--- config.mk ---
export PLATFORM = sky130hd
export DESIGN_NAME = qdsw_serial_port
export DESIGN_NICKNAME = d
export VERILOG_FILES = /design/src/qdsw_chan_regs.v /design/src/qdsw_serial_port.v
export VERILOG_INCLUDE_DIRS = /design/src
export SDC_FILE = /design/constraint.sdc
export NUM_CORES = 1
export LEC_CHECK = 0
export BUFFER_PORTS_ARGS = -buffer_cell sky130_fd_sc_hd__buf_2
export CAP_MARGIN = 10
export CORE_ASPECT_RATIO = 0.5
export CORE_MARGIN = 1.5
export CORE_UTILIZATION = 59
export DETAILED_ROUTE_END_ITERATION = 10
export PLACE_DENSITY = 0.8
export SYNTH_ARGS = -nofsm -noshare
export SYNTH_HDL_FRONTEND = slang
export SYNTH_HIERARCHICAL = 1
export SYNTH_SLANG_ARGS = --single-unit
--- constraint.sdc ---
create_clock -name i_sys_clk -period 5.27 [get_ports i_sys_clk]
set_clock_uncertainty 0.05 [all_clocks]
set_input_delay 0.527 -clock i_sys_clk [delete_from_list [all_inputs] [get_ports i_sys_clk]]
set_output_delay 0.527 -clock i_sys_clk [all_outputs]
set_load 0.005 [all_outputs]
--- src/qdsw_defines.vh ---
// Purpose: shared constants of the quad converter serial write port
// Assumes: included by bare name from the design files
// Notes: frame field layout below is a local decision
`ifndef QDSW_DEFINES_VH
`define QDSW_DEFINES_VH

`define QDSW_WORD_BITS 24
`define QDSW_CNT_BITS 5
// bit counter value while the 24th serial clock fall is taken
`define QDSW_LAST_CNT 5'h17
`define QDSW_CNT_ONE 5'h01
`define QDSW_CHANNELS 4
`define QDSW_CODE_BITS 16
`define QDSW_SYNC_STAGES 3
// frame fields, msb first on the wire
`define QDSW_ADDR_HI 23
`define QDSW_ADDR_LO 22
`define QDSW_UPDATE_BIT 20
`define QDSW_CHAN_HI 17
`define QDSW_CHAN_LO 16
`define QDSW_CODE_HI 15
`define QDSW_CODE_LO 0
`define QDSW_CODE_RESET 16'h0000

`endif

--- src/qdsw_chan_regs.v ---
// Purpose: pending and active code registers for the four channels
// Assumes: one write request per cycle from the serial port, possibly in the same cycle as a load request
// Notes: active codes come straight out of flip-flops
`default_nettype none
`include "qdsw_defines.vh"

module qdsw_chan_regs #(
    parameter CHANNELS = `QDSW_CHANNELS,
    parameter CODE_BITS = `QDSW_CODE_BITS
) (
    input wire i_sys_clk,
    input wire i_rst,
    input wire i_wr_en,
    input wire [1:0] i_wr_chan,
    input wire [CODE_BITS-1:0] i_wr_code,
    input wire i_wr_update,
    input wire i_load_all,
    output wire [CHANNELS*CODE_BITS-1:0] o_codes
);
    genvar ch;
    generate
        for (ch = 0; ch < CHANNELS; ch = ch + 1)
        begin : g_chan
            reg [CODE_BITS-1:0] pending_reg;
            reg [CODE_BITS-1:0] active_reg;
            wire hit;
            assign hit = i_wr_en && ({{30{1'b0}}, i_wr_chan} == ch);
            always @(posedge i_sys_clk or posedge i_rst)
            begin
                if (i_rst)
                begin
                    pending_reg <= `QDSW_CODE_RESET;
                    active_reg <= `QDSW_CODE_RESET;
                end
                else
                begin
                    if (hit)
                        pending_reg <= i_wr_code;
                    // a same-cycle write with update goes straight through
                    if (hit && i_wr_update)
                        active_reg <= i_wr_code;
                    else if (i_load_all)
                        active_reg <= pending_reg;
                end
            end
            assign o_codes[ch*CODE_BITS +: CODE_BITS] = active_reg;
        end
    endgenerate
endmodule
`default_nettype wire

--- src/qdsw_serial_port.v ---
// Purpose: serial write port of a four-channel voltage-output converter
// Assumes: pins are asynchronous to i_sys_clk; serial clock far slower than it
// Notes: every pin passes three flops; a change counts when stages two and three agree
// How it works
// controller opens each frame with sync low
// sync low: sample data on serial clock falls
// shift register is 24 bits, one per edge
// 24th edge completes frame; the channel code goes live only when the update bit is set
// early sync rise aborts, nothing changes
// port listens only while enable is low
// load strobe rising edge loads all channels
// act only on frames matching strapped address
// enable high: ignore frame pins, keep registers; a load strobe rise still loads all channels
`default_nettype none
`include "qdsw_defines.vh"

module qdsw_serial_port #(
    parameter WORD_BITS = `QDSW_WORD_BITS,
    parameter CHANNELS = `QDSW_CHANNELS,
    parameter CODE_BITS = `QDSW_CODE_BITS
) (
    input wire i_sys_clk,
    input wire i_rst,
    input wire i_frame_sync_n,
    input wire i_serial_clk,
    input wire i_serial_data,
    input wire i_port_enable_n,
    input wire i_address_strap_low,
    input wire i_address_strap_high,
    input wire i_load_all_channels_strobe,
    output wire [CHANNELS*CODE_BITS-1:0] o_channel_codes,
    output reg o_frame_done,
    output reg o_frame_abort,
    output reg o_frame_busy
);
    localparam NPIN = 7;
    localparam P_SYNC = 0;
    localparam P_SCLK = 1;
    localparam P_DATA = 2;
    localparam P_EN = 3;
    localparam P_A0 = 4;
    localparam P_A1 = 5;
    localparam P_LOAD = 6;
    localparam ST_IDLE = 2'h0;
    localparam ST_SHIFT = 2'h1;
    localparam ST_WAIT = 2'h2;
    // counter still shows 23 while the 24th fall is being taken
    localparam [`QDSW_CNT_BITS-1:0] LAST = `QDSW_LAST_CNT;

    wire [NPIN-1:0] pin_raw;
    wire [NPIN-1:0] pin_lvl_reg;
    wire [NPIN-1:0] pin_lvl_next;
    wire [NPIN-1:0] pin_rise;
    wire [NPIN-1:0] pin_fall;
    reg [1:0] state_reg;
    reg [1:0] state_next;
    reg [`QDSW_CNT_BITS-1:0] cnt_reg;
    reg [`QDSW_CNT_BITS-1:0] cnt_next;
    reg [WORD_BITS-1:0] shift_reg;
    reg [WORD_BITS-1:0] shift_next;
    reg [1:0] strap_reg;
    reg wr_en;
    reg done_next;
    reg abort_next;
    wire port_on;
    wire [WORD_BITS-1:0] word_full;

    assign pin_raw = {i_load_all_channels_strobe, i_address_strap_high, i_address_strap_low,
                      i_port_enable_n, i_serial_data, i_serial_clk, i_frame_sync_n};

    genvar p;
    generate
        for (p = 0; p < NPIN; p = p + 1)
        begin : g_pin
            reg s1_reg;
            reg s2_reg;
            reg s3_reg;
            reg lvl_reg;
            reg lvl_next;
            // sync and serial clock idle high, so the preset level gives no false fall after reset
            always @(posedge i_sys_clk or posedge i_rst)
            begin
                if (i_rst)
                begin
                    s1_reg <= 1'b1;
                    s2_reg <= 1'b1;
                    s3_reg <= 1'b1;
                    lvl_reg <= 1'b1;
                end
                else
                begin
                    s1_reg <= pin_raw[p];
                    s2_reg <= s1_reg;
                    s3_reg <= s2_reg;
                    lvl_reg <= lvl_next;
                end
            end
            // a change counts only once stages two and three agree
            always @*
            begin
                lvl_next = lvl_reg;
                if (s2_reg == s3_reg)
                    lvl_next = s3_reg;
            end
            assign pin_lvl_reg[p] = lvl_reg;
            assign pin_lvl_next[p] = lvl_next;
            assign pin_rise[p] = lvl_next && !lvl_reg;
            assign pin_fall[p] = !lvl_next && lvl_reg;
        end
    endgenerate

    assign port_on = !pin_lvl_reg[P_EN];
    assign word_full = {shift_reg[WORD_BITS-2:0], pin_lvl_next[P_DATA]};

    always @*
    begin
        state_next = state_reg;
        cnt_next = cnt_reg;
        shift_next = shift_reg;
        wr_en = 1'b0;
        done_next = 1'b0;
        abort_next = 1'b0;
        case (state_reg)
            ST_IDLE:
            begin
                if (port_on && pin_fall[P_SYNC])
                begin
                    state_next = ST_SHIFT;
                    cnt_next = {`QDSW_CNT_BITS{1'b0}};
                end
            end
            ST_SHIFT:
            begin
                if (!port_on)
                    state_next = ST_IDLE;
                else if (pin_rise[P_SYNC])
                begin
                    state_next = ST_IDLE;
                    abort_next = 1'b1;
                end
                else if (pin_fall[P_SCLK])
                begin
                    shift_next = word_full;
                    cnt_next = cnt_reg + `QDSW_CNT_ONE;
                    if (cnt_reg == LAST)
                    begin
                        state_next = ST_WAIT;
                        done_next = 1'b1;
                        wr_en = (word_full[`QDSW_ADDR_HI:`QDSW_ADDR_LO] == strap_reg);
                    end
                end
            end
            ST_WAIT:
            begin
                if (pin_rise[P_SYNC] || !port_on)
                    state_next = ST_IDLE;
            end
            default:
            begin
                state_next = ST_IDLE;
            end
        endcase
    end

    always @(posedge i_sys_clk or posedge i_rst)
    begin
        if (i_rst)
        begin
            state_reg <= ST_IDLE;
            cnt_reg <= {`QDSW_CNT_BITS{1'b0}};
            shift_reg <= {WORD_BITS{1'b0}};
            strap_reg <= 2'b00;
            o_frame_done <= 1'b0;
            o_frame_abort <= 1'b0;
            o_frame_busy <= 1'b0;
        end
        else
        begin
            state_reg <= state_next;
            cnt_reg <= cnt_next;
            shift_reg <= shift_next;
            strap_reg <= {pin_lvl_reg[P_A1], pin_lvl_reg[P_A0]};
            o_frame_done <= done_next;
            o_frame_abort <= abort_next;
            o_frame_busy <= (state_next == ST_SHIFT);
        end
    end

    qdsw_chan_regs #(
        .CHANNELS(CHANNELS),
        .CODE_BITS(CODE_BITS)
    ) u_chan_regs (
        .i_sys_clk(i_sys_clk),
        .i_rst(i_rst),
        .i_wr_en(wr_en),
        .i_wr_chan(word_full[`QDSW_CHAN_HI:`QDSW_CHAN_LO]),
        .i_wr_code(word_full[`QDSW_CODE_HI:`QDSW_CODE_LO]),
        .i_wr_update(word_full[`QDSW_UPDATE_BIT]),
        .i_load_all(pin_rise[P_LOAD]),
        .o_codes(o_channel_codes)
    );
endmodule
`default_nettype wire

Word level (Yosys, flattened, before mapping)
Index checks and enable logic that the tools add are counted.
- add/subtract/negate cells: 1
- multiply operators: 0
- div/mod/pow operators: 0
- order comparisons: 0
- eq/ne operators: 19
- shifts and indexed selects: 0
- multiplexer cells: 37
- bitwise operators: 2
- reduce and logical (&&, ||, !) cells: 28
- operators by type and width (cell ; count):
    $mux W16 ; 8
    $mux W5 ; 4
    $mux W1 ; 17
    $logic_and A1 B1 Y1 ; 13
    $mux W2 ; 6
    $pmux W5 S2 ; 1
    $reduce_bool A2 Y1 ; 5
    $ne A2 B2 Y1 const B ; 4
    $eq A1 B1 Y1 ; 7
    $eq A2 B1 Y1 const B ; 3
    $eq A2 B2 Y1 const B ; 3
    $pmux W2 S3 ; 1
    $add A5 B1 Y5 const B ; 1
    $eq A5 B5 Y1 const B ; 1
    $logic_not A1 Y1 ; 5
    $reduce_and A5 Y1 ; 1
    $logic_not A2 Y1 ; 2
    $reduce_and A4 Y1 ; 1
    $eq A2 B2 Y1 ; 1
    $not A1 Y1 ; 2
    $logic_or A1 B1 Y1 ; 1
- register bits after elaboration: 191
- latch bits: 0
- bits in writable memories: 0
- ROM bits: 0
- input bits: 9
- output and inout port bits: 67
- logic and storage cells: 130
- memories: 0

Depth between registers and ports, before layout
Gate-level depths: netlist (run 1).
- depth in word-level cells: 11
- gate-level depth with buffers: 9
- mapped depth without buffers: 6

By module
The synthesis (run 1) kept the hierarchy.
- by module, submodules not included (module ; times used ; cells an instance ; area an instance (um^2) ; sequential area each (um^2)):
    qdsw_chan_regs ; 1 ; 348 ; 5704.2 ; 3203.1
    qdsw_serial_port ; 1 ; 142 ; 2403.6 ; 1611.5

Worst setup path before layout (run 1)
Ideal clock, no wire load.
- path kind: register to register
- start: reg g_pin[1].lvl_reg
- end: reg u_chan_regs.g_chan[0].pending_reg[0]
- library setup time: 125 ps
- data arrival time: 2372 ps
- required time: 5095 ps
- slack: 2723 ps
- cell stages (with the launch flop): 8
- path buffers: 2
- path through: dfstp_2 or3b_4 nor4_4 and3_1 buf_6 nor3b_4 buf_6 mux2_2
- longest elaborated chain between the ends: 8
- RTL lines (item ; line ; RTL):
    start: declaration ; qdsw_serial_port.v:78 ; reg lvl_reg;
    start signal: assignment ; qdsw_serial_port.v:95 ; lvl_reg <= lvl_next;
    $mux W1 ; qdsw_serial_port.v:102 ; if (s2_reg == s3_reg)
    $logic_not A1 Y1 ; qdsw_serial_port.v:108 ; assign pin_fall[p] = !lvl_next && lvl_reg;
    $logic_and A1 B1 Y1 (*) ; qdsw_serial_port.v:108 ;
    $mux W1 (*) ; qdsw_serial_port.v:141 ; else if (pin_fall[P_SCLK])
    $mux W1 (*) ; qdsw_serial_port.v:136 ; else if (pin_rise[P_SYNC])
    $mux W1 (*) ; qdsw_serial_port.v:134 ; if (!port_on)
    $mux W1 (*) ; qdsw_serial_port.v:123 ; case (state_reg)
    via wr_en ; qdsw_serial_port.v:62 ; reg wr_en;
    $logic_and A1 B1 Y1 (*) ; qdsw_chan_regs.v:27 ; assign hit = i_wr_en && ({{30{1'b0}}, i_wr_chan} == ch);
    end signal: assignment ; qdsw_chan_regs.v:32 ; pending_reg <= `QDSW_CODE_RESET;
    end signal: assignment ; qdsw_chan_regs.v:38 ; pending_reg <= i_wr_code;
    end: declaration ; qdsw_chan_regs.v:24 ; reg [CODE_BITS-1:0] pending_reg;
The timed path passes the listed nets; every way through them passes the cells marked *.
A chain may end at the register's enable or synchronous reset.

Final worst setup path (run 1)
- start: reg g_pin[1].lvl_reg
- end: reg u_chan_regs.g_chan[0].pending_reg[14]
The elaborated chain is that of the path after synthesis.

==> results of run 1 <==
-- metrics by stage --
step	cells	hold slack [ns]	worst slack, ns	power [W]	cell area (µm²)
5_1_grt	754	0.115	1.79	0.00291	9120
3_5_place_dp	722	0.297	1.93	0.00163	8560
2_1_floorplan	490	0.295	1.28	0.00160	8110
3_3_place_gp	722	0.296	2.01	0.00163	8560
4_1_cts	754	0.129	1.93	0.00283	9120
6_report	754	0.141	1.93	0.00280	9120
-- cell families (layout without fill, tap and decap cells) --
| group | count (synthesis) | count (layout) |
|---|---|---|
| AOI/OAI and AO/OA | 12 | 12 |
| xor gates and xnor gates | 2 | 2 |
| adders and majority gates | 8 | 8 |
| buffers and inverters | 27 | 115 |
| DFF | 191 | 191 |
| muxes | 218 | 218 |
| and+or+nand+nor | 32 | 32 |
-- cells in the final DEF (no fill, tap or decap), types with 4 or more instances in the layout --
master / netlist / routed
buf_2: 11 / 75
buf_4: 3 / 4
clkbuf_16: 0 / 17
clkinv_4: 0 / 4
dfrtp_1: 163 / 163
dfstp_2: 28 / 28
inv_8: 0 / 4
maj3_1: 7 / 7
mux2_2: 185 / 185
mux2_4: 29 / 29
o21ai_0: 4 / 4
-- critical path: stages (launching register included) --
cell and delay [ns]:
dfstp_2 0.54, or3b_4 0.43, nor4_4 0.27, and3_1 0.59, nor3b_4 0.92, mux2_2 0.43
-- area by class of cell --
type / count / area, µm²
Sequential cell: 191 / 4810
Fill cell: 929 / 4360
Multi-Input combinational cell: 272 / 3110
Clock buffer: 17 / 425
Timing Repair Buffer: 79 / 405
Tap cell: 176 / 220
Clock inverter: 15 / 129
Inverter: 4 / 17.5
-- layer usage --
metal	part of all wire	GRT usage
met5	0	0
met4	0.0089	0.0511
met3	0.043	0.0660
met2	0.48	0.337
met1	0.47	0.288
-- power groups by stage --
stage / registers (W) / logic, W / clock network [W]
after global routing: 0.00152 / 0.0000962 / 0.00130
after CTS: 0.00151 / 0.0000873 / 0.00123
final: 0.00151 / 0.0000844 / 0.00120
after floorplan: 0.00154 / 0.0000659 / 0
after global placement: 0.00154 / 0.0000862 / 0
after detailed placement: 0.00154 / 0.0000871 / 0
-- how the worst max path moves through the flow --
stage	from	slack, ns	cells after the start	to
after floorplan	i_rst	1.28	1	u_chan_regs/g_chan[0].active_reg[0]$_DFFE_PP0P_
after global placement	g_pin[1].lvl_reg$_DFF_PP1_	2.01	5	u_chan_regs/g_chan[0].pending_reg[7]$_DFFE_PP0P_
after detailed placement	g_pin[1].lvl_reg$_DFF_PP1_	1.93	5	u_chan_regs/g_chan[0].pending_reg[14]$_DFFE_PP0P_
after CTS	g_pin[1].lvl_reg$_DFF_PP1_	1.93	5	u_chan_regs/g_chan[0].pending_reg[14]$_DFFE_PP0P_
after global routing	g_pin[1].lvl_reg$_DFF_PP1_	1.79	5	u_chan_regs/g_chan[0].pending_reg[14]$_DFFE_PP0P_
final	g_pin[1].lvl_reg$_DFF_PP1_	1.93	5	u_chan_regs/g_chan[0].pending_reg[14]$_DFFE_PP0P_
==> out/results.ini, run 1 <==
[logic_synthesis]
synth_top_family_by_area = multiplexers
synth-seq-area-share = 0.594
synth_compound_area_frac = 0.0100
synth-xor-area-share = 0.00216
yosysMostFrequentCell = mux2_2
async_flop_share = 1.00
synth_fa_ha_area_frac = 0.0102
syn_inst = 490
yosys-top-cells-count = mux2_2 (185), dfrtp_1 (163), mux2_4 (29), dfstp_2 (28), buf_2 (11)
synth_area_mm2 = 0.00811
ys_types = 44
synth_mux_area_frac = 0.316
yosysTopAreaCell = dfrtp_1
synth_ff_type = dfrtp_1
netlist_top_cells_area = dfrtp_1 (50%), mux2_2 (26%), dfstp_2 (9.1%), mux2_4 (5.4%), buf_6 (0.97%)
synthesis.nets = 500
avgSynthCellArea_um2 = 16.5
yosysWarningCount = 6
synth_edf_count = 0
synthSimpleGateAreaFrac = 0.0440
ys_seq_elements = 191
synth.top_cell.area_share = 0.503

[place]
hpwl_um = 8280
portBuffers = 75
place_congestion = 0.843

[power_and_ir_drop]
netSwitchingFraction = 0.235
power.density_mw_per_mm2 = 307
power_frac_comb = 0.030
ir_worst_vdd_mv = 0.164
switchingPower_w = 0.000659
p_leak_nw = 4.90
seqPwrFrac = 0.540
power_frac_clock = 0.430
p_int_w = 0.00214

[grt]
grt_first_pass_wirelength_um = 23000
gr-total-overflow = 0
grt.total_usage = 0.212
antenna_found_initial = 0
grt_max_degree = 74
grt_pass1_vias = 4291

[floorplan]
start_util = 0.602
io_pins = 76
dieArea_mm2 = 0.0145
die_h_um = 85.9
num_rows = 30
core_mm2 = 0.0135
die-width_um = 169

[clock_network]
holdBufCountCts = 0
cts_tree = done
cts_setup_buffers = 0
insertion_delay_ns = 0.42
cts.repair.resized = 0
clkSinkCount = 191
cts_max_level = 4
clockRootBuffer = clkbuf_16
cts_buffers = 17
clkTransAtPathRegs_ns = 0.07
cts_buffer_depth = 2

[detailed_routing]
wl_um = 13900
drt_iter0_markers = 217
first_pass_iters = 5
drcViolationCount = 0
wl_per_cell_um = 18.5
vias_per_cell = 5.58
vias = 4206
drtAntennaViolNets = 0

[sta]
finalSetupViolations = 0
slew_headroom = 0.339
finalCritPeriodShare = 0.634
grt_setup_unrepaired = no
fin_crit_ns = 3.34
slew_viol_final = 0
fmax_mhz = 299
setup_tns_ns = 0
tightest_slew_ns = 0.991
hold_viol_final = 0

[critical_path]
r2r_slack_ns = 1.93
worstPathMaxFanout = 16
timing.rr.start = g_pin[1].lvl_reg$_DFF_PP1_
cp.arrival_ns = 3.60
startpoint_type = flop
reg2reg_depth = 5
worstSetupPathType = flop to flop
endpoint_kind = flop
required_ns = 5.53
rr_endpoint = u_chan_regs/g_chan[0].pending_reg[14]$_DFFE_PP0P_

[hold_path]
hp-class = input pin to async pin

[cells_and_area]
area_delta_synth_final_pct = 12.5
antenna_cells = 0
drive_gt1_frac = 0.645
post-route-util = 0.677
final_nets = 575

[job]
cap_viol_max_count = 0

[outcome]
status = completed

Power figures use the tool's default switching activity.
==> run 2, diff against run 1 <==
--- a/config.mk
+++ b/config.mk
@@ -6,13 +6,14 @@
 export SDC_FILE = /design/constraint.sdc
 export NUM_CORES = 1
 export LEC_CHECK = 0
+export ABC_AREA = 1
 export BUFFER_PORTS_ARGS = -buffer_cell sky130_fd_sc_hd__buf_2
 export CAP_MARGIN = 10
 export CORE_ASPECT_RATIO = 0.5
 export CORE_MARGIN = 1.5
-export CORE_UTILIZATION = 59
+export CORE_UTILIZATION = 53
 export DETAILED_ROUTE_END_ITERATION = 10
-export PLACE_DENSITY = 0.8
+export PLACE_DENSITY = 0.76
 export SYNTH_ARGS = -nofsm -noshare
 export SYNTH_HDL_FRONTEND = slang
 export SYNTH_HIERARCHICAL = 1
==> constraint.sdc (replaced) <==
create_clock -name i_sys_clk -period 2.9 [get_ports i_sys_clk]
set_clock_uncertainty 0.05 [all_clocks]
set_input_delay 0.29 -clock i_sys_clk [delete_from_list [all_inputs] [get_ports i_sys_clk]]
set_output_delay 0.29 -clock i_sys_clk [all_outputs]
set_load 0.005 [all_outputs]
==> out/results.ini, run 2 <==
[outcome]
status = finished, violations left  ; was completed
violations = DRC

[clock_network]
cts.repair.resized = 0  ; unchanged
clkTransAtPathRegs_ns = 0.07  ; about the same
holdBufCountCts = 8  ; was 0
cts_buffer_depth = 2  ; unchanged
cts_max_level = 4  ; unchanged
cts_tree = done  ; unchanged
insertion_delay_ns = 0.43  ; was 0.42 ns
clockRootBuffer = clkbuf_16  ; unchanged
cts_setup_buffers = 0  ; unchanged
cts_buffers = 17  ; unchanged
clkSinkCount = 191  ; unchanged

[sta]
grt_setup_unrepaired = no  ; unchanged
finalSetupViolations = 0  ; unchanged
fmax_mhz = 392  ; was 299 MHz
slew_viol_final = 0  ; unchanged
setup_tns_ns = 0  ; unchanged
finalCritPeriodShare = 0.881  ; was 0.634
tightest_slew_ns = 0.949  ; was 0.991 ns
slew_headroom = 0.366  ; was 0.339
fin_crit_ns = 2.55  ; was 3.34 ns
hold_viol_final = 0  ; unchanged

[critical_path]
startpoint_type = flop  ; unchanged
worstSetupPathType = flop to flop  ; unchanged
slowest_delay_ns = 0.42  ; was 0.92 ns
critPathSlowestCell = dfrtp_1  ; was nor3b_4
crit_path_start = cnt_reg[0]$_DFFE_PP0P_  ; was g_pin[1].lvl_reg$_DFF_PP1_
reg2reg_depth = 11  ; was 5
timing.rr.start = cnt_reg[0]$_DFFE_PP0P_  ; was g_pin[1].lvl_reg$_DFF_PP1_
r2r_slack_ns = 0.35  ; was 1.93 ns
path_cells = ha_1 -> nand2_1 -> nor3_1 -> nand3_1 -> nor2_1 -> buf_4 -> nand2_1 -> nor2_4 -> inv_2 -> nand2_1 -> o21ai_0  ; was or3b_4 -> nor4_4 -> and3_1 -> nor3b_4 -> mux2_2
rr_endpoint = u_chan_regs/g_chan[2].pending_reg[15]$_DFFE_PP0P_  ; was u_chan_regs/g_chan[0].pending_reg[14]$_DFFE_PP0P_
cpMostUsedCell = nand2_1
required_ns = 3.14  ; was 5.53 ns
worstPathMaxFanout = 32  ; was 16
cp.arrival_ns = 2.80  ; was 3.60 ns
endpoint_kind = flop  ; unchanged
endpoint = u_chan_regs/g_chan[2].pending_reg[15]$_DFFE_PP0P_  ; was u_chan_regs/g_chan[0].pending_reg[14]$_DFFE_PP0P_

[cells_and_area]
layout_commonest_cell = nand2_1  ; was mux2_2
final_nets = 1010  ; was 575
area_delta_synth_final_pct = 14.2  ; was 12.5%
antenna_cells = 0  ; unchanged
most-common-layout-cells = nand2_1 (256), nand3_1 (163), dfrtp_1 (163)  ; was mux2_2 (185), dfrtp_1 (163), buf_2 (75)
drive_gt1_frac = 0.194  ; was 0.645
final_area_mm2 = 0.00949  ; was 0.00912 mm²
post-route-util = 0.617  ; was 0.677

[logic_synthesis]
avgSynthCellArea_um2 = 8.88  ; was 16.5 µm²
ys_types = 33  ; was 44
yosysMostFrequentCell = nand2_1  ; was mux2_2
yosysTopAreaCell = dfrtp_1  ; unchanged
synth_edf_count = 0  ; unchanged
synthesis.nets = 945  ; was 500
synth.top_cell.area_share = 0.491  ; was 0.503
ys_seq_elements = 191  ; unchanged
yosysWarningCount = 6  ; unchanged
syn_inst = 935  ; was 490
netlist_top_cells_area = dfrtp_1 (49%), nand2_1 (12%), nand3_1 (9.8%), dfstp_2 (8.9%), inv_1 (4.8%)  ; was dfrtp_1 (50%), mux2_2 (26%), dfstp_2 (9.1%), mux2_4 (5.4%), buf_6 (0.97%)
yosys-top-cells-count = nand2_1 (256), dfrtp_1 (163), nand3_1 (163), inv_1 (106), o21ai_0 (63)  ; was mux2_2 (185), dfrtp_1 (163), mux2_4 (29), dfstp_2 (28), buf_2 (11)
synth-seq-area-share = 0.580  ; was 0.594
async_flop_share = 1.00  ; unchanged
synth_ff_type = dfrtp_1  ; unchanged
synth_area_mm2 = 0.00831  ; was 0.00811 mm²

[power_and_ir_drop]
power.density_mw_per_mm2 = 558  ; was 307 mW/mm²
p_leak_nw = 5.01  ; was 4.90 nW
seqPwrFrac = 0.518  ; was 0.540
p_int_w = 0.00400  ; was 0.00214 W
switchingPower_w = 0.00129  ; was 0.000659 W
netSwitchingFraction = 0.243  ; was 0.235
power_frac_clock = 0.443  ; was 0.430
power_frac_comb = 0.039  ; was 0.030
ir_worst_vdd_mv = 0.293  ; was 0.164 mV

[place]
hpwl_um = 13400  ; was 8280 µm
place_congestion = 0.827  ; was 0.843
portBuffers = 75  ; unchanged
place_area_mm2 = 0.00882  ; was 0.00856 mm²

[detailed_routing]
vias_per_cell = 5.53  ; was 5.58
drt_iter0_markers = 665  ; was 217
vias = 6724  ; was 4206
wl_per_cell_um = 17.3  ; was 18.5 µm
wl_um = 21100  ; was 13900 µm
first_pass_iters = 8  ; was 5
wl_met1_um = 8990  ; was 6560 µm
drtAntennaViolNets = 0  ; unchanged
drcViolationCount = 5  ; was 0
met3WireLength_um = 2300  ; was 605 µm
route.met2.wl_um = 9350  ; was 6640 µm
top_layer = met4  ; unchanged

[grt]
gr-total-overflow = 0  ; unchanged
grt_first_pass_wirelength_um = 33800  ; was 23000 µm
grt_max_degree = 65  ; was 74
antenna_found_initial = 0  ; unchanged
grt.total_usage = 0.266  ; was 0.212
grt_pass1_vias = 6323  ; was 4291

[floorplan]
core_mm2 = 0.0154  ; was 0.0135 mm²
num_rows = 32  ; was 30
die-width_um = 180  ; was 169 µm
start_util = 0.540  ; was 0.602
dieArea_mm2 = 0.0165  ; was 0.0145 mm²
die_h_um = 91.5  ; was 85.9 µm
io_pins = 76  ; unchanged

[job]
cap_viol_max_count = 0  ; unchanged

[hold_path]
hp-class = flop to flop  ; was input pin to async pin

## run 2: how the worst min path moves through the flow
stage / startpoint / end / slack, ns / cells after the start
floorplan: i_frame_sync_n / g_pin[0].s1_reg$_DFF_PP1_ / 0.24 / 0
global placement: g_pin[5].s1_reg$_DFF_PP1_ / g_pin[5].s2_reg$_DFF_PP1_ / 0.30 / 0
detailed placement: g_pin[4].s1_reg$_DFF_PP1_ / g_pin[4].s2_reg$_DFF_PP1_ / 0.30 / 0
CTS: g_pin[4].s1_reg$_DFF_PP1_ / g_pin[4].s2_reg$_DFF_PP1_ / 0.31 / 0
global route: g_pin[0].s1_reg$_DFF_PP1_ / g_pin[0].s2_reg$_DFF_PP1_ / 0.31 / 0
finish: g_pin[4].s1_reg$_DFF_PP1_ / g_pin[4].s2_reg$_DFF_PP1_ / 0.31 / 0
## run 2: worst max-delay path: cells and delay by family, from the launching register on
kind | cells | cell delay, ns
compound gates | 1 | 0.09
simple gates | 7 | 1.12
fa+ha+maj | 1 | 0.23
flops | 1 | 0.42
buf+inv | 2 | 0.50
## run 2: final cells by class
class,instances,area [µm²]
inverter,112,434
timing repair buffer,101,616
multi-input combinational,577,2780
sequential,191,4810
tap,204,255
clock buffer,18,439
clock inverter,14,145
fill,1315,5890
## run 2: layer usage
metal / GRT usage / vias up
met5: 0 / -
met4: 0.0805 / 0
met3: 0.0842 / 37
met2: 0.398 / 347
met1: 0.373 / 3213
li1: - / 3127
## run 2: per-stage QoR
stage	std cells	hold slack (ns)	power, W	setup slack [ns]
3_3_place_gp	1177	0.295	0.00298	0.560
5_1_grt	1217	0.311	0.00546	0.0683
4_1_cts	1217	0.309	0.00532	0.409
3_5_place_dp	1177	0.298	0.00299	0.442
6_report	1217	0.307	0.00529	0.346
2_1_floorplan	935	0.244	0.00292	0.696
## run 2: cell families after synthesis
kind of cell,synth area share
AND/OR/NAND/NOR,0.262
XOR/XNOR,0.00105
adder cells (fa/ha/maj),0.00874
buffers and inverters,0.0863
flip-flops,0.580
AO/OA/AOI/OAI,0.0627
## run 2: power by group through the flow
stage	clock network [W]	registers, W	logic, W
CTS	0.00237	0.00274	0.000210
global route	0.00249	0.00274	0.000230
detailed placement	0	0.00279	0.000202
finish	0.00234	0.00274	0.000208
global placement	0	0.00279	0.000195
floorplan	0	0.00278	0.000137
==> run 3, diff against run 2 <==
--- a/config.mk
+++ b/config.mk
@@ -14,6 +14,7 @@
 export CORE_UTILIZATION = 53
 export DETAILED_ROUTE_END_ITERATION = 10
 export PLACE_DENSITY = 0.76
+export RECOVER_POWER = 25
 export SYNTH_ARGS = -nofsm -noshare
 export SYNTH_HDL_FRONTEND = slang
 export SYNTH_HIERARCHICAL = 1
==> out/results.ini, run 3 (synthesis results as in run 2) <==
[outcome]
status = finished, violations left  ; unchanged
violations = DRC  ; unchanged

[place]
place_congestion = 0.827  ; unchanged
place_area_mm2 = 0.00882  ; unchanged
hpwl_um = 13400  ; unchanged
portBuffers = 75  ; unchanged

[critical_path]
endpoint_kind = flop  ; unchanged
r2r_slack_ns = 0.35  ; about the same
reg2reg_depth = 11  ; unchanged
startpoint_type = flop  ; unchanged
path_delay_family = simple AND/OR/NAND/NOR gates  ; unchanged
worstPathMaxFanout = 32  ; unchanged
timing.rr.start = cnt_reg[0]$_DFFE_PP0P_  ; unchanged
slowest_delay_ns = 0.42  ; about the same
required_ns = 3.14  ; about the same
cp.buffers_inverters = 2  ; unchanged
rr_endpoint = u_chan_regs/g_chan[2].pending_reg[15]$_DFFE_PP0P_  ; unchanged
endpoint = u_chan_regs/g_chan[2].pending_reg[15]$_DFFE_PP0P_  ; unchanged
cpMostUsedCell = nand2_1  ; unchanged
worstSetupPathType = flop to flop  ; unchanged
cp.arrival_ns = 2.79  ; was 2.80 ns
path_cells = ha_1 -> nand2_1 -> nor3_1 -> nand3_1 -> nor2_1 -> buf_4 -> nand2_1 -> nor2_4 -> inv_2 -> nand2_1 -> o21ai_0  ; unchanged
cp.depth = 11  ; unchanged
critPathSlowestCell = dfrtp_1  ; unchanged
crit_path_start = cnt_reg[0]$_DFFE_PP0P_  ; unchanged

[sta]
finalCritPeriodShare = 0.880  ; was 0.881
fmax_mhz = 392  ; about the same
setup_tns_ns = 0  ; unchanged
tightest_slew_ns = 1.35  ; was 0.949 ns
slew_viol_final = 0  ; unchanged
grt_setup_unrepaired = no  ; unchanged
hold_viol_final = 0  ; unchanged
finalSetupViolations = 0  ; unchanged
slew_headroom = 0.0966  ; was 0.366
fin_crit_ns = 2.55  ; about the same

[floorplan]
io_pins = 76  ; unchanged
die-width_um = 180  ; unchanged
dieArea_mm2 = 0.0165  ; unchanged
start_util = 0.540  ; unchanged
num_rows = 32  ; unchanged
core_mm2 = 0.0154  ; unchanged
die_h_um = 91.5  ; unchanged

[grt]
grt_max_degree = 65  ; unchanged
grt_pass1_vias = 6323  ; unchanged
grt_first_pass_wirelength_um = 33800  ; unchanged
antenna_found_initial = 0  ; unchanged
gr-total-overflow = 0  ; unchanged
grt.total_usage = 0.266  ; unchanged

[clock_network]
insertion_delay_ns = 0.43  ; about the same
cts_tree = done  ; unchanged
clockRootBuffer = clkbuf_16  ; unchanged
cts_buffers = 17  ; unchanged
cts_max_level = 4  ; unchanged
cts_buffer_depth = 2  ; unchanged
cts_setup_buffers = 0  ; unchanged
cts.repair.resized = 0  ; unchanged
clkSinkCount = 191  ; unchanged
clkTransAtPathRegs_ns = 0.08  ; was 0.07 ns

[cells_and_area]
layout_commonest_cell = nand2_1  ; unchanged
final_area_mm2 = 0.00944  ; was 0.00949 mm²
antenna_cells = 0  ; unchanged
final_nets = 1010  ; unchanged
area_delta_synth_final_pct = 13.7  ; was 14.2%
drive_gt1_frac = 0.159  ; was 0.194
most-common-layout-cells = nand2_1 (256), nand3_1 (163), dfrtp_1 (163)  ; unchanged
fillCellCount = 1329  ; was 1315
multi_input_area_mm2 = 0.00277  ; was 0.00278 mm²
ff_latch_area_mm2 = 0.00481  ; unchanged

[job]
cap_viol_max_count = 0  ; unchanged

[power_and_ir_drop]
netSwitchingFraction = 0.243  ; about the same
power_frac_clock = 0.443  ; about the same
ir_worst_vdd_mv = 0.293  ; about the same
power_frac_comb = 0.039  ; about the same
power.density_mw_per_mm2 = 559  ; was 558 mW/mm²
p_int_w = 0.00400  ; about the same
p_leak_nw = 4.89  ; was 5.01 nW
seqPwrFrac = 0.518  ; about the same
switchingPower_w = 0.00128  ; was 0.00129 W

[detailed_routing]
first_pass_iters = 11  ; was 8
wl_um = 21000  ; was 21100 µm
drcViolationCount = 4  ; was 5
wl_per_cell_um = 17.3  ; about the same
drtAntennaViolNets = 0  ; unchanged
drt_iter0_markers = 639  ; was 665
vias_per_cell = 5.48  ; was 5.53
vias = 6672  ; was 6724

[hold_path]
hp-class = flop to flop  ; unchanged

[run 3: per-stage QoR]
| step | setup WS [ns] | hold slack [ns] | power [W] | instances | util |
|---|---|---|---|---|---|
| 6_report | 0.349 | 0.307 | 0.00528 | 1217 | 0.614 |
| 5_1_grt | 0.0683 | 0.315 | 0.00546 | 1217 | 0.614 |
| 4_1_cts | 0.409 | 0.309 | 0.00532 | 1217 | 0.617 |
| 3_5_place_dp | 0.442 | 0.298 | 0.00299 | 1177 | 0.574 |
| 3_3_place_gp | 0.560 | 0.295 | 0.00298 | 1177 | 0.574 |
| 2_1_floorplan | 0.696 | 0.244 | 0.00292 | 935 | - |
[run 3: power by group through the flow]
stage                     registers (W)  logic, W  clock network (W)
after floorplan                 0.00278  0.000137                  0
after global placement          0.00279  0.000195                  0
after detailed placement        0.00279  0.000202                  0
after CTS                       0.00274  0.000210            0.00237
after global routing            0.00274  0.000228            0.00249
final                           0.00274  0.000206            0.00234
[run 3: worst min path at each step]
stage | from | endpoint | cells after the start
after floorplan | i_frame_sync_n | g_pin[0].s1_reg$_DFF_PP1_ | 0
after global placement | g_pin[5].s1_reg$_DFF_PP1_ | g_pin[5].s2_reg$_DFF_PP1_ | 0
after detailed placement | g_pin[4].s1_reg$_DFF_PP1_ | g_pin[4].s2_reg$_DFF_PP1_ | 0
after CTS | g_pin[4].s1_reg$_DFF_PP1_ | g_pin[4].s2_reg$_DFF_PP1_ | 0
after global routing | g_pin[4].s1_reg$_DFF_PP1_ | g_pin[4].s2_reg$_DFF_PP1_ | 0
final | g_pin[4].s1_reg$_DFF_PP1_ | g_pin[4].s2_reg$_DFF_PP1_ | 0
[run 3: per-layer routing]
| layer | track usage | wire (µm) | vias to the layer above |
|---|---|---|---|
| li1 | - | - | 3121 |
| met1 | 0.373 | 8880 | 3188 |
| met2 | 0.398 | 9420 | 331 |
| met3 | 0.0842 | 2280 | 32 |
| met4 | 0.0805 | 427 | 0 |
| met5 | 0 | 0 | - |
[run 3: layout make-up]
| class | count | area share |
|---|---|---|
| tap | 204 | 0.0270 |
| sequential | 191 | 0.510 |
| inverter | 112 | 0.0457 |
| clock inverter | 14 | 0.0154 |
| multi-input combinational | 577 | 0.294 |
| timing repair buffer | 101 | 0.0616 |
| clock buffer | 18 | 0.0465 |
[run 3: repair_timing]
item	4_1_cts	5_1_grt
setup endpoints to repair	0	0
endpoints found under the hold margin	32	0
hold buffers	8	0
